`config.mk`:
```
export PLATFORM = sky130hd
export DESIGN_NAME = cahc_top
export DESIGN_NICKNAME = d
export VERILOG_FILES = /design/src/cahc_top.v /design/src/cahc_sync.v /design/src/cahc_math.v
export VERILOG_INCLUDE_DIRS = /design/src
export SDC_FILE = /design/constraint.sdc
export NUM_CORES = 2
export LEC_CHECK = 0
export BUFFER_PORTS_ARGS = -buffer_cell sky130_fd_sc_hd__buf_2
export CAP_MARGIN = 20
export CORE_ASPECT_RATIO = 0.6
export CORE_MARGIN = 5
export CORE_UTILIZATION = 65
export CTS_BUF_LIST = sky130_fd_sc_hd__clkbuf_8
export CTS_CLUSTER_DIAMETER = 60
export CTS_CLUSTER_SIZE = 12
export DETAILED_ROUTE_END_ITERATION = 7
export GPL_TIMING_DRIVEN = 1
export HOLD_SLACK_MARGIN = 0.02
export PLACE_DENSITY = 0.82
export REMOVE_ABC_BUFFERS = 1
export SYNTH_ARGS = -nofsm -noshare
export SYNTH_HDL_FRONTEND = slang
export SYNTH_HIERARCHICAL = 1
export SYNTH_SLANG_ARGS = --single-unit
```
`constraint.sdc`:
```
create_clock -name i_sys_clk -period 61.9 [get_ports i_sys_clk]
set_input_delay 0 -clock i_sys_clk [delete_from_list [all_inputs] [get_ports i_sys_clk]]
set_output_delay 0 -clock i_sys_clk [all_outputs]
set_load 0.1 [all_outputs]
```
`src/cahc_defs.vh`:
```
// Constants for the counter arming and hold-off control block.
// Assumes a 20 MHz system clock and a 32-bit APB register bus.
//
// Contract
// - Shared mode feeds input A into the B path too.
// - Arming source is off, rear input E, or front input B.
// - Single block capture: one arming event starts the whole block.
// - Multiple block capture: each block waits for its own arming event.
// - Arming edge is selectable, rising or falling.
// - Arming delay is off, time, or count of B events.
// - Time delay 200 ns to 1.6 s in 100 ns steps.
// - Event count delay 2 to 16777215, 24-bit counter.
// - Delay counter always counts falling edges of B.
// - Rear arming only enables B counting; rear edges never counted.
// - Hold-off is off, time, or count of falling B events.
// - Hold-off time 50 ns to 2.68 s in 10 ns steps.
// - Hold-off count 2 to 16777215, always counted on B.
// - Statistics output: individual, mean, spread, maximum or minimum.
// - Statistics force multiple blocks; each arming starts one cluster.
// - Timebase reference selectable, internal or external.
`ifndef CAHC_DEFS_VH
`define CAHC_DEFS_VH

// Register byte offsets
`define CAHC_OFS_MODE 8'h00
`define CAHC_OFS_ARM_DLY 8'h04
`define CAHC_OFS_HOLDOFF 8'h08
`define CAHC_OFS_STAT_SIZE 8'h0C
`define CAHC_OFS_BLOCKS 8'h10
`define CAHC_OFS_CMD 8'h14
`define CAHC_OFS_STATUS 8'h18
`define CAHC_OFS_RESULT 8'h1C

// Mode register fields
`define CAHC_MODE_SHARED 0
`define CAHC_MODE_SRC_LO 1
`define CAHC_MODE_SLOPE 3
`define CAHC_MODE_ADLY_LO 4
`define CAHC_MODE_HO_LO 6
`define CAHC_MODE_STAT_LO 8
`define CAHC_MODE_MULTI 11
`define CAHC_MODE_EXTREF 12
`define CAHC_MODE_MASK 32'h0000_1FFF

// Command register fields
`define CAHC_CMD_START 0
`define CAHC_CMD_STOP 1

// Encodings
`define CAHC_SRC_OFF 2'h0
`define CAHC_SRC_REAR 2'h1
`define CAHC_SRC_FRONT 2'h2
`define CAHC_DLY_OFF 2'h0
`define CAHC_DLY_TIME 2'h1
`define CAHC_DLY_COUNT 2'h2
`define CAHC_STAT_OFF 3'h0
`define CAHC_STAT_MEAN 3'h1
`define CAHC_STAT_SPREAD 3'h2
`define CAHC_STAT_MAX 3'h3
`define CAHC_STAT_MIN 3'h4

// Reset values
`define CAHC_RST_MODE 32'h0000_0000
`define CAHC_RST_ARM_DLY 24'h00_0002
`define CAHC_RST_HOLDOFF 28'h000_0005
`define CAHC_RST_STAT_SIZE 16'h0001
`define CAHC_RST_BLOCKS 32'h0001_0001

// Timing
`define CAHC_CLK_NS 50
`define CAHC_ARM_STEP_NS 100
`define CAHC_HO_STEP_NS 10
`define CAHC_ARM_CYC_PER_STEP 28'd2
`define CAHC_HO_STEPS_PER_CYC 28'd5

`endif

```
`src/cahc_top.v`:
```
// Arming, arming delay, hold-off and cluster statistics for a counter.
// Assumes APB master on i_sys_clk; pins are asynchronous; measurement
// results arrive from same-clock capture logic.
//
// Chosen here: the APB register port and the placing of the registers.
`default_nettype none
`include "cahc_defs.vh"

module cahc_top (
    // Clock and reset
    input wire i_sys_clk,
    input wire i_rst_n,
    // APB slave
    input wire i_psel,
    input wire i_penable,
    input wire i_pwrite,
    input wire [7:0] i_paddr,
    input wire [31:0] i_pwdata,
    output reg o_pready,
    output reg [31:0] o_prdata,
    output reg o_pslverr,
    // Signal pins
    input wire i_in_a,
    input wire i_in_b,
    input wire i_in_e,
    // Measurement path
    input wire i_meas_valid,
    input wire [15:0] i_meas_value,
    output reg o_path_b,
    output reg o_trig,
    output reg o_armed,
    output reg o_holdoff,
    output reg o_stat_valid,
    output reg [15:0] o_stat_value,
    output reg o_ref_ext
);

localparam S_IDLE = 6'b000001;
localparam S_WAIT = 6'b000010;
localparam S_DELAY = 6'b000100;
localparam S_RUN = 6'b001000;
localparam S_STAT = 6'b010000;
localparam S_NEXT = 6'b100000;

// Reset release
reg rst_meta;
reg rst_n;
always @(posedge i_sys_clk or negedge i_rst_n) begin
    if (!i_rst_n) begin
        rst_meta <= 1'b0;
        rst_n <= 1'b0;
    end else begin
        rst_meta <= 1'b1;
        rst_n <= rst_meta;
    end
end

// Pins
wire [2:0] pins_s;
cahc_sync #(.W(3)) u_sync (
    .i_clk(i_sys_clk),
    .i_rst_n(rst_n),
    .i_async({i_in_e, i_in_b, i_in_a}),
    .o_sync(pins_s)
);

// Registers
reg [31:0] mode;
reg [23:0] arm_dly;
reg [27:0] ho_val;
reg [15:0] stat_size;
reg [31:0] blocks;
reg [5:0] state;
reg [15:0] blocks_left;
reg [15:0] meas_cnt;
reg [27:0] dly_cnt;
reg [27:0] ho_rem;
reg ho_active;
reg [15:0] result;
reg prev_a;
reg prev_b;
reg prev_arm;
reg [31:0] sum;
reg [47:0] sumsq;
reg [15:0] vmax;
reg [15:0] vmin;
reg [1:0] phase;
reg [31:0] mean_sq;
reg math_go;
reg math_sqrt;
reg [47:0] math_num;

wire shared = mode[`CAHC_MODE_SHARED];
wire [1:0] src = mode[`CAHC_MODE_SRC_LO +: 2];
wire slope_fall = mode[`CAHC_MODE_SLOPE];
wire [1:0] dly_mode = mode[`CAHC_MODE_ADLY_LO +: 2];
wire [1:0] ho_mode = mode[`CAHC_MODE_HO_LO +: 2];
wire [2:0] stat_mode = mode[`CAHC_MODE_STAT_LO +: 3];
wire stat_on = (stat_mode != `CAHC_STAT_OFF);
wire multi = mode[`CAHC_MODE_MULTI] | stat_on;

wire path_a = pins_s[0];
wire path_b = shared ? pins_s[0] : pins_s[1];
// Rear source arms from E only; B edges are counted afterwards
wire arm_sig = (src == `CAHC_SRC_REAR) ? pins_s[2] : path_b;
wire arm_edge = slope_fall ? (prev_arm & ~arm_sig) : (~prev_arm & arm_sig);
wire b_fall = prev_b & ~path_b;
wire a_rise = ~prev_a & path_a;
wire [15:0] blk_len = stat_on ? stat_size : blocks[15:0];
wire meas_last = i_meas_valid && (meas_cnt + 16'd1 >= blk_len);

// APB decode
wire apb_setup = i_psel & ~i_penable;
wire apb_wr = i_psel & i_penable & o_pready & i_pwrite;
wire cmd_wr = apb_wr && (i_paddr == `CAHC_OFS_CMD);
wire start = cmd_wr & i_pwdata[`CAHC_CMD_START];
wire stop = cmd_wr & i_pwdata[`CAHC_CMD_STOP];
reg addr_ok;
reg [31:0] rd_val;
always @* begin
    addr_ok = 1'b1;
    rd_val = 32'h0000_0000;
    case (i_paddr)
        `CAHC_OFS_MODE: rd_val = mode;
        `CAHC_OFS_ARM_DLY: rd_val = {8'h00, arm_dly};
        `CAHC_OFS_HOLDOFF: rd_val = {4'h0, ho_val};
        `CAHC_OFS_STAT_SIZE: rd_val = {16'h0000, stat_size};
        `CAHC_OFS_BLOCKS: rd_val = blocks;
        `CAHC_OFS_CMD: rd_val = 32'h0000_0000;
        `CAHC_OFS_STATUS: rd_val = {blocks_left, 9'h000, ho_active, state};
        `CAHC_OFS_RESULT: rd_val = {16'h0000, result};
        default: addr_ok = 1'b0;
    endcase
end

// Answer lands one cycle after setup
always @(posedge i_sys_clk or negedge rst_n) begin
    if (!rst_n) begin
        o_pready <= 1'b0;
        o_prdata <= 32'h0000_0000;
        o_pslverr <= 1'b0;
        mode <= `CAHC_RST_MODE;
        arm_dly <= `CAHC_RST_ARM_DLY;
        ho_val <= `CAHC_RST_HOLDOFF;
        stat_size <= `CAHC_RST_STAT_SIZE;
        blocks <= `CAHC_RST_BLOCKS;
    end else begin
        o_pready <= apb_setup;
        o_pslverr <= apb_setup & ~addr_ok;
        if (apb_setup) begin
            o_prdata <= i_pwrite ? 32'h0000_0000 : rd_val;
        end
        if (apb_wr) begin
            case (i_paddr)
                `CAHC_OFS_MODE: mode <= i_pwdata & `CAHC_MODE_MASK;
                `CAHC_OFS_ARM_DLY: arm_dly <= i_pwdata[23:0];
                `CAHC_OFS_HOLDOFF: ho_val <= i_pwdata[27:0];
                `CAHC_OFS_STAT_SIZE: stat_size <= i_pwdata[15:0];
                `CAHC_OFS_BLOCKS: blocks <= i_pwdata;
                default: ;
            endcase
        end
    end
end

// Edge history and plain outputs
always @(posedge i_sys_clk or negedge rst_n) begin
    if (!rst_n) begin
        prev_a <= 1'b0;
        prev_b <= 1'b0;
        prev_arm <= 1'b0;
        o_path_b <= 1'b0;
        o_ref_ext <= 1'b0;
    end else begin
        prev_a <= path_a;
        prev_b <= path_b;
        prev_arm <= arm_sig;
        o_path_b <= path_b;
        o_ref_ext <= mode[`CAHC_MODE_EXTREF];
    end
end

// Hold-off: triggers are measured-signal rising edges while running
always @(posedge i_sys_clk or negedge rst_n) begin
    if (!rst_n) begin
        o_trig <= 1'b0;
        ho_active <= 1'b0;
        ho_rem <= 28'h000_0000;
        o_holdoff <= 1'b0;
    end else begin
        o_trig <= 1'b0;
        o_holdoff <= ho_active;
        if (state != S_RUN) begin
            ho_active <= 1'b0;
        end else if (!ho_active) begin
            if (a_rise) begin
                o_trig <= 1'b1;
                if (ho_mode != `CAHC_DLY_OFF) begin
                    ho_active <= 1'b1;
                    ho_rem <= (ho_mode == `CAHC_DLY_COUNT) ? {4'h0, ho_val[23:0]} : ho_val;
                end
            end
        end else if (ho_mode == `CAHC_DLY_COUNT) begin
            if (b_fall) begin
                ho_rem <= ho_rem - 28'd1;
                if (ho_rem <= 28'd1) begin
                    ho_active <= 1'b0;
                end
            end
        end else begin
            // Time in 10 ns steps, several steps per clock; rounds up
            if (ho_rem <= `CAHC_HO_STEPS_PER_CYC) begin
                ho_active <= 1'b0;
            end else begin
                ho_rem <= ho_rem - `CAHC_HO_STEPS_PER_CYC;
            end
        end
    end
end

// Statistics engine
wire math_done;
wire [47:0] math_res;
cahc_math u_math (
    .i_clk(i_sys_clk),
    .i_rst_n(rst_n),
    .i_start(math_go),
    .i_op_sqrt(math_sqrt),
    .i_num(math_num),
    .i_den(stat_size),
    .o_done(math_done),
    .o_res(math_res)
);

wire [31:0] var_val = mean_sq - (math_res[15:0] * math_res[15:0]);
wire [31:0] sq_val = i_meas_value * i_meas_value;

// Arming sequence and cluster accumulation
always @(posedge i_sys_clk or negedge rst_n) begin
    if (!rst_n) begin
        state <= S_IDLE;
        blocks_left <= 16'h0000;
        meas_cnt <= 16'h0000;
        dly_cnt <= 28'h000_0000;
        o_armed <= 1'b0;
        o_stat_valid <= 1'b0;
        o_stat_value <= 16'h0000;
        result <= 16'h0000;
        sum <= 32'h0000_0000;
        sumsq <= 48'h0000_0000_0000;
        vmax <= 16'h0000;
        vmin <= 16'h0000;
        phase <= 2'h0;
        mean_sq <= 32'h0000_0000;
        math_go <= 1'b0;
        math_sqrt <= 1'b0;
        math_num <= 48'h0000_0000_0000;
    end else begin
        o_stat_valid <= 1'b0;
        math_go <= 1'b0;
        if (stop) begin
            state <= S_IDLE;
            o_armed <= 1'b0;
        end else begin
            case (state)
                S_IDLE: begin
                    if (start) begin
                        blocks_left <= multi ? blocks[31:16] : 16'h0001;
                        meas_cnt <= 16'h0000;
                        if (src == `CAHC_SRC_OFF) begin
                            state <= S_RUN;
                            o_armed <= 1'b1;
                        end else begin
                            state <= S_WAIT;
                        end
                    end
                end
                S_WAIT: begin
                    if (arm_edge) begin
                        if (dly_mode == `CAHC_DLY_OFF) begin
                            state <= S_RUN;
                            o_armed <= 1'b1;
                        end else begin
                            state <= S_DELAY;
                            // Whole 100 ns steps map to exact clock counts
                            dly_cnt <= (dly_mode == `CAHC_DLY_TIME) ?
                                (arm_dly * `CAHC_ARM_CYC_PER_STEP) : {4'h0, arm_dly};
                        end
                    end
                end
                S_DELAY: begin
                    if (dly_mode == `CAHC_DLY_COUNT) begin
                        if (b_fall) begin
                            dly_cnt <= dly_cnt - 28'd1;
                            if (dly_cnt <= 28'd1) begin
                                state <= S_RUN;
                                o_armed <= 1'b1;
                            end
                        end
                    end else begin
                        dly_cnt <= dly_cnt - 28'd1;
                        if (dly_cnt <= 28'd1) begin
                            state <= S_RUN;
                            o_armed <= 1'b1;
                        end
                    end
                end
                S_RUN: begin
                    if (i_meas_valid) begin
                        meas_cnt <= meas_cnt + 16'd1;
                        if (!stat_on) begin
                            o_stat_valid <= 1'b1;
                            o_stat_value <= i_meas_value;
                        end
                        if (meas_cnt == 16'h0000) begin
                            sum <= {16'h0000, i_meas_value};
                            sumsq <= {16'h0000, sq_val};
                            vmax <= i_meas_value;
                            vmin <= i_meas_value;
                        end else begin
                            sum <= sum + {16'h0000, i_meas_value};
                            sumsq <= sumsq + {16'h0000, sq_val};
                            if (i_meas_value > vmax) begin
                                vmax <= i_meas_value;
                            end
                            if (i_meas_value < vmin) begin
                                vmin <= i_meas_value;
                            end
                        end
                        if (meas_last) begin
                            o_armed <= 1'b0;
                            state <= stat_on ? S_STAT : S_NEXT;
                            phase <= 2'h0;
                        end
                    end
                end
                S_STAT: begin
                    phase <= phase + 2'h1;
                    case (phase)
                        2'h0: begin
                            math_go <= (stat_mode == `CAHC_STAT_MEAN) || (stat_mode == `CAHC_STAT_SPREAD);
                            math_sqrt <= 1'b0;
                            math_num <= (stat_mode == `CAHC_STAT_SPREAD) ? sumsq : {16'h0000, sum};
                            if (stat_mode == `CAHC_STAT_MAX || stat_mode == `CAHC_STAT_MIN) begin
                                o_stat_valid <= 1'b1;
                                o_stat_value <= (stat_mode == `CAHC_STAT_MAX) ? vmax : vmin;
                                result <= (stat_mode == `CAHC_STAT_MAX) ? vmax : vmin;
                                state <= S_NEXT;
                            end
                        end
                        2'h1: begin
                            phase <= 2'h1;
                            if (math_done) begin
                                phase <= 2'h2;
                                if (stat_mode == `CAHC_STAT_MEAN) begin
                                    o_stat_valid <= 1'b1;
                                    o_stat_value <= math_res[15:0];
                                    result <= math_res[15:0];
                                    state <= S_NEXT;
                                end else begin
                                    mean_sq <= math_res[31:0];
                                    math_go <= 1'b1;
                                    math_num <= {16'h0000, sum};
                                end
                            end
                        end
                        2'h2: begin
                            phase <= 2'h2;
                            if (math_done) begin
                                phase <= 2'h3;
                                math_go <= 1'b1;
                                math_sqrt <= 1'b1;
                                math_num <= {16'h0000, var_val};
                            end
                        end
                        default: begin
                            phase <= 2'h3;
                            if (math_done) begin
                                o_stat_valid <= 1'b1;
                                o_stat_value <= math_res[15:0];
                                result <= math_res[15:0];
                                state <= S_NEXT;
                            end
                        end
                    endcase
                end
                S_NEXT: begin
                    meas_cnt <= 16'h0000;
                    if (blocks_left <= 16'h0001) begin
                        state <= S_IDLE;
                        blocks_left <= 16'h0000;
                    end else begin
                        blocks_left <= blocks_left - 16'd1;
                        if (src == `CAHC_SRC_OFF) begin
                            state <= S_RUN;
                            o_armed <= 1'b1;
                        end else begin
                            state <= S_WAIT;
                        end
                    end
                end
                default: begin
                    state <= S_IDLE;
                    o_armed <= 1'b0;
                end
            endcase
        end
    end
end

endmodule // cahc_top
`default_nettype wire

```
`src/cahc_sync.v`:
```
// Two-stage synchroniser for a group of asynchronous pins.
// Assumes the pins are levels; the first stage feeds only the second.
`default_nettype none

module cahc_sync #(
    parameter W = 3
) (
    // Clock and reset
    input wire i_clk,
    input wire i_rst_n,
    // Pins and their synchronised copy
    input wire [W-1:0] i_async,
    output reg [W-1:0] o_sync
);

reg [W-1:0] meta;

always @(posedge i_clk or negedge i_rst_n) begin
    if (!i_rst_n) begin
        meta <= {W{1'b0}};
        o_sync <= {W{1'b0}};
    end else begin
        meta <= i_async;
        o_sync <= meta;
    end
end

endmodule // cahc_sync
`default_nettype wire

```
`src/cahc_math.v`:
```
// Sequential unsigned divider (48/16) and integer square root (32 bits).
// Assumes one operation at a time; start is ignored while busy.
`default_nettype none

module cahc_math (
    // Clock and reset
    input wire i_clk,
    input wire i_rst_n,
    // Request
    input wire i_start,
    input wire i_op_sqrt,
    input wire [47:0] i_num,
    input wire [15:0] i_den,
    // Answer
    output reg o_done,
    output reg [47:0] o_res
);

reg busy;
reg op_sqrt;
reg [5:0] step;
reg [47:0] quo;
reg [16:0] rem;
reg [15:0] den;
reg [31:0] sq_op;
reg [31:0] sq_res;
reg [31:0] sq_one;
wire [16:0] rem_sh = {rem[15:0], quo[47]};
wire [31:0] sq_try = sq_res + sq_one;

always @(posedge i_clk or negedge i_rst_n) begin
    if (!i_rst_n) begin
        busy <= 1'b0;
        op_sqrt <= 1'b0;
        step <= 6'h00;
        quo <= 48'h0000_0000_0000;
        rem <= 17'h0_0000;
        den <= 16'h0000;
        sq_op <= 32'h0000_0000;
        sq_res <= 32'h0000_0000;
        sq_one <= 32'h0000_0000;
        o_done <= 1'b0;
        o_res <= 48'h0000_0000_0000;
    end else begin
        o_done <= 1'b0;
        if (!busy) begin
            if (i_start) begin
                busy <= 1'b1;
                op_sqrt <= i_op_sqrt;
                step <= i_op_sqrt ? 6'd16 : 6'd48;
                quo <= i_num;
                rem <= 17'h0_0000;
                den <= i_den;
                sq_op <= i_num[31:0];
                sq_res <= 32'h0000_0000;
                sq_one <= 32'h4000_0000;
            end
        end else if (op_sqrt) begin
            if (sq_op >= sq_try) begin
                sq_op <= sq_op - sq_try;
                sq_res <= (sq_res >> 1) + sq_one;
            end else begin
                sq_res <= sq_res >> 1;
            end
            sq_one <= sq_one >> 2;
            step <= step - 6'd1;
            if (step == 6'd1) begin
                busy <= 1'b0;
                o_done <= 1'b1;
                o_res <= {16'h0000, ((sq_op >= sq_try) ? ((sq_res >> 1) + sq_one) : (sq_res >> 1))};
            end
        end else begin
            // Restoring division, one quotient bit per cycle
            if (rem_sh >= {1'b0, den}) begin
                rem <= rem_sh - {1'b0, den};
                quo <= {quo[46:0], 1'b1};
            end else begin
                rem <= rem_sh;
                quo <= {quo[46:0], 1'b0};
            end
            step <= step - 6'd1;
            if (step == 6'd1) begin
                busy <= 1'b0;
                o_done <= 1'b1;
                o_res <= {quo[46:0], (rem_sh >= {1'b0, den})};
            end
        end
    end
end

endmodule // cahc_math
`default_nettype wire

```
# After elaboration in Yosys (flattened, before gate mapping)

Cells that the tools add are included.

Add/subtract/negate cells: 14
$mul: 2
Order comparisons: 9
Equal/unequal tests: 60
Multiplexer cells: 140
Bitwise operators: 23
Reduce and logical (&&, ||, !) cells: 49

Operator list:

| cell                    | count |
|---|---|
| $mux W32                | 16 |
| $mux W48                | 8 |
| $mux W16                | 21 |
| $mux W28                | 11 |
| $pmux W32 S7            | 1 |
| $pmux W48 S3            | 1 |
| $mux W6                 | 17 |
| $pmux W16 S3            | 2 |
| $mul A16 B16 Y32        | 2 |
| $pmux W16 S2            | 2 |
| $sub A32 B32 Y32        | 2 |
| $le A28 B1 Y1 const B   | 2 |
| $pmux W28 S2            | 1 |
| $sub A28 B1 Y28 const B | 2 |
| $add A48 B32 Y48        | 1 |
| $mux W1                 | 45 |
| $ne A3 B3 Y1 const B    | 12 |
| $pmux W6 S6             | 1 |
| $add A31 B32 Y32        | 1 |
| $add A32 B16 Y32        | 1 |
| $add A32 B32 Y32        | 1 |
| $eq A8 B5 Y1 const B    | 4 |
| $ge A32 B32 Y1          | 1 |
| $le A28 B3 Y1 const B   | 1 |
| other kinds (59)        | 141 |

Bits in registers: 703
Input port bits: 65
Output and inout port bits: 56
Word-level logic and storage cells: 345

# Logic depth before layout (Yosys ltp)

Depth in word-level cells: 8
Gate-level depth with buffers: 37
Gate-level depth less buffers: 35

# Cells and area by module

Netlist, hierarchy kept.

By module, submodules not included:

| module    | instances | cells an instance | area each (um2) | sequential area each (um2) |
|---|---|---|---|---|
| cahc_top  | 1         | 4,733             | 42,928.7        | 12,020.3 |
| cahc_math | 1         | 1,567             | 13,579.3        | 5,430.2 |
| cahc_sync | 1         | 6                 | 150.1           | 150.1 |

# Worst setup path before layout

Ideal clock, no wire load.

Path type: input to register
Start: input i_meas_value[8]
End: register sumsq[30]
Library setup time: 0.133 ns
Arrival time: 7.741 ns
Required time: 61.767 ns
Path slack: 54.026 ns
Cell stages on the path: 34
Path buffers: 3
Cells stage by stage: clkbuf_1 > nand2_1 > inv_1 > fa_1 > inv_1 > fa_1 > inv_1 > fa_1 > inv_1 > fa_1 > inv_1 > fa_1 > inv_1 > fa_1 > inv_1 > ha_1 > clkbuf_1 > a21o_1 > a21o_1 > a2111oi_0 > o211ai_1 > nand2_1 > o21ai_0 > a21o_1 > a21oi_1 > xnor2_1 > ha_1 > clkbuf_1 > nand3_1 > o41a_1 > and4_1 > or4_1 > a21oi_1 > o21ai_0

Longest elaborated chain between the ends: 3

Ends and longest elaborated chain:

| item                 | RTL line       | text |
|---|---|---|
| from (decl)          | cahc_top.v:28  | `input wire [15:0] i_meas_value,` |
| $mul A16 B16 Y32 *   | cahc_top.v:236 | `wire [31:0] sq_val = i_meas_value * i_meas_value;` |
| $add A48 B32 Y48     | cahc_top.v:322 | `sumsq <= sumsq + {16'h0000, sq_val};` |
| $mux W48 *           | cahc_top.v:315 | `if (meas_cnt == 16'h0000) begin` |
| to (signal assigned) | cahc_top.v:317 | `sumsq <= {16'h0000, sq_val};` |
| to (signal assigned) | cahc_top.v:322 |  |
| to (decl)            | cahc_top.v:84  | `reg [47:0] sumsq;` |

Every way passes the cells marked *; elsewhere a longest branch is shown, timed or not.
A chain may end at the register's enable or synchronous reset.

# Worst setup path in the final report

Start: input i_meas_value[1]
End: register sumsq[46]

Longest elaborated chain between the ends: 3

Ends and longest elaborated chain:

| item             | RTL line |
|---|---|
| $mul A16 B16 Y32 | cahc_top.v:236 |
| $add A48 B32 Y48 | cahc_top.v:322 |
| $mux W48         | cahc_top.v:315 |

No other way between the ends.

==> reports/results.tsv <==
metric	value	unit
crit path launch	i_meas_value[1]	
Num CTS Buffers	72	
Setup TNS	0	ns
GR peak layer	met1	
Min-Delay Path Depth	3	
Global Route met2 Usage	46.8	%
GR Overflow Total	0	
Crit-path slowest cell	a2111oi_0	
Pwr Total	0.00253	W
Vias	48000	
VDD IR-drop max	0.108	mV
DRT iter0 DRCs	6198	
GR Util met3	17.3	%
mean area per synthesized cell	8.98	µm²
Post-Syn Area	56100	µm²
share of the clock period used by the worst path	14.3	%
Clock Pin Slew Worst Setup and Hold Paths	0.09	ns
hold crit path type	input pin to register	
Port Buffers	120	
Setup Buffers After CTS	0	
Die W	389	µm
initial antenna violation count	5	
clock period minus worst slack	8.88	ns
Initial Util	65.5	%
r2r setup slk	53.78	ns
I/O pin count	121	
Skew-Pair Late Insertion Delay	0.78	ns
DR DRC count	0	
Worst Path Required	62.61	ns
Max Fclk	113	MHz
WL final	174000	µm
H-tree levels	3	
largest net degree at the start of global routing	99	
# rows	83	
Slew Limit Fails	0	
post-detail-place hpwl	131000	µm
CP max FO	20	
kind of critical path	input pin to register	
grt met1 use	57.3	%
Hold Vio Cnt, Final	0	
Vert. Die Dim	237	µm
outcome	finished clean	
Die ar.	92400	µm²
vias in the first global route	45700	
Tightest Pin Transition	1.12	ns
critical path's largest stage delay	0.69	ns
Area growth, synth to finish	6.79	%
first-pass GRT wire length	269000	µm
Setup Viol. Count Final	0	
CTS Sinks	687	
Root Driver	clkbuf_8	
CP Launch Type	input pin	
Setup crit end kind	register	
Clock Skews	0.0565	ns
post-route ant nets	0	
r2r endpoint	math_num[29]	
drt wl/cell	23.3	µm
Yosys Warn Count	6	
LEAKAGE	29.6	nW
Total GRT Usage	37.2	%
maximum clock insertion buffer count	3	
Placeable Area	85600	µm²
Mapped Cells	6241	
worst r2r src	u_math/o_res[5]	
nets	7127	
1st-pass router iterations	7	
Slew headroom	25.2	%
reg2reg path depth	23	
RePlAce Congestion	1.01	
Worst Setup EP	sumsq[46]	
layout cells sized above 1	8.57	%
pwr/cell area	42.3	nW/µm²
unrepaired setup endpoints after global routing	no	
CTS tree	done	
Arr. time, crit path	9.59	ns
vias per std cell	6.41	
Max Cap Viol	0	
Post-CTS Resized	0	
## stage by stage
step / std cells / hold slack, ns / instance area (µm²) / util, % / setup slack [ns]
after global routing: 7482 / 0.0546 / 59800 / 69.9 / 52.35
after detailed placement: 7280 / -0.210 / 57600 / 67.3 / 52.95
final: 7486 / 0.0745 / 59900 / 69.9 / 53.02
after floorplan: 5942 / -0.296 / 54900 / - / 41.35
after CTS: 7477 / 0.0254 / 59800 / 69.9 / 53.23
after global placement: 7279 / -0.215 / 57600 / 67.3 / 52.97
## worst min-delay path by stage
stage	start	to	slack, ns
after global routing	i_pwdata[14]	ho_val[14]	0.05
after CTS	i_paddr[3]	o_prdata[4]	0.03
after floorplan	i_rst_n	rst_meta	-0.30
after global placement	i_rst_n	rst_meta	-0.21
after detailed placement	i_rst_n	rst_meta	-0.21
final	i_pwdata[15]	arm_dly[15]	0.07
## where the power goes
part           internal (W)  total [W]  switching (W)
Clock              0.000138   0.000319       0.000181
Sequential         0.000489   0.000542      0.0000526
Combinational      0.000638    0.00167        0.00103
Total               0.00126    0.00253        0.00127
## critical path, delay by kind of cell
family	cells	cell delay [ns]
adder cells (fa/ha/maj)	8	3.55
AO/OA/AOI/OAI	9	2.69
buffers and inverters	9	1.68
AND/OR/NAND/NOR	6	1.55
XOR/XNOR	1	0.12
## layer usage
layer | part of all wire, % | routed length, µm
met5 | 0.32 | 561
met4 | 2.3 | 4000
met3 | 16 | 28200
met2 | 37 | 64900
met1 | 44 | 76600
## flip-flops by register name (all words and copies together), names as in the netlist, 32 cells and up
| register | flops |
|---|---|
| u_math/quo | 48 |
| math_num | 48 |
| sum | 32 |
| blocks | 32 |
| o_prdata | 32 |
| u_math/sq_res | 32 |
| sumsq | 48 |
| u_math/o_res | 32 |
| u_math/sq_op | 32 |
| mean_sq | 32 |
## cell usage in the layout (no fill, tap or decap), types with 37 or more instances in the layout
master and instances:
fa_1 368, a211oi_1 52, nor2b_1 86, a21oi_1 447, nand2_1 720, mux2_2 177, dfrtp_1 678, a31oi_1 87
nand3_1 111, a22o_1 40, o21ai_0 457, mux2i_1 103, nor3_1 67, buf_2 121, ha_1 399, a21o_1 111
dlygate4sd3_1 84, nor2_1 402, xnor2_1 140, clkbuf_8 78, xor2_1 98, buf_4 71, o31ai_1 37, and3_1 41
inv_1 688, nand4_1 46, and2_1 99, nand2b_1 38
## area by class of cell
class	count	area (µm²)
multi-input combinational	4587	35300
fill	6544	25700
sequential	687	17200
inverter	668	2510
timing repair buffer	278	2020
tap	1147	1440
clock buffer	78	1070
clock inverter	36	312
antenna	5	12.5
## repair_timing
item | 4_1_cts | 5_1_grt
endpoints found under the hold margin | 252 | 9
endpoints found under the setup margin | 0 | 0
hold buffers | 83 | 1
No activity file was read; power rests on OpenSTA's default activity.
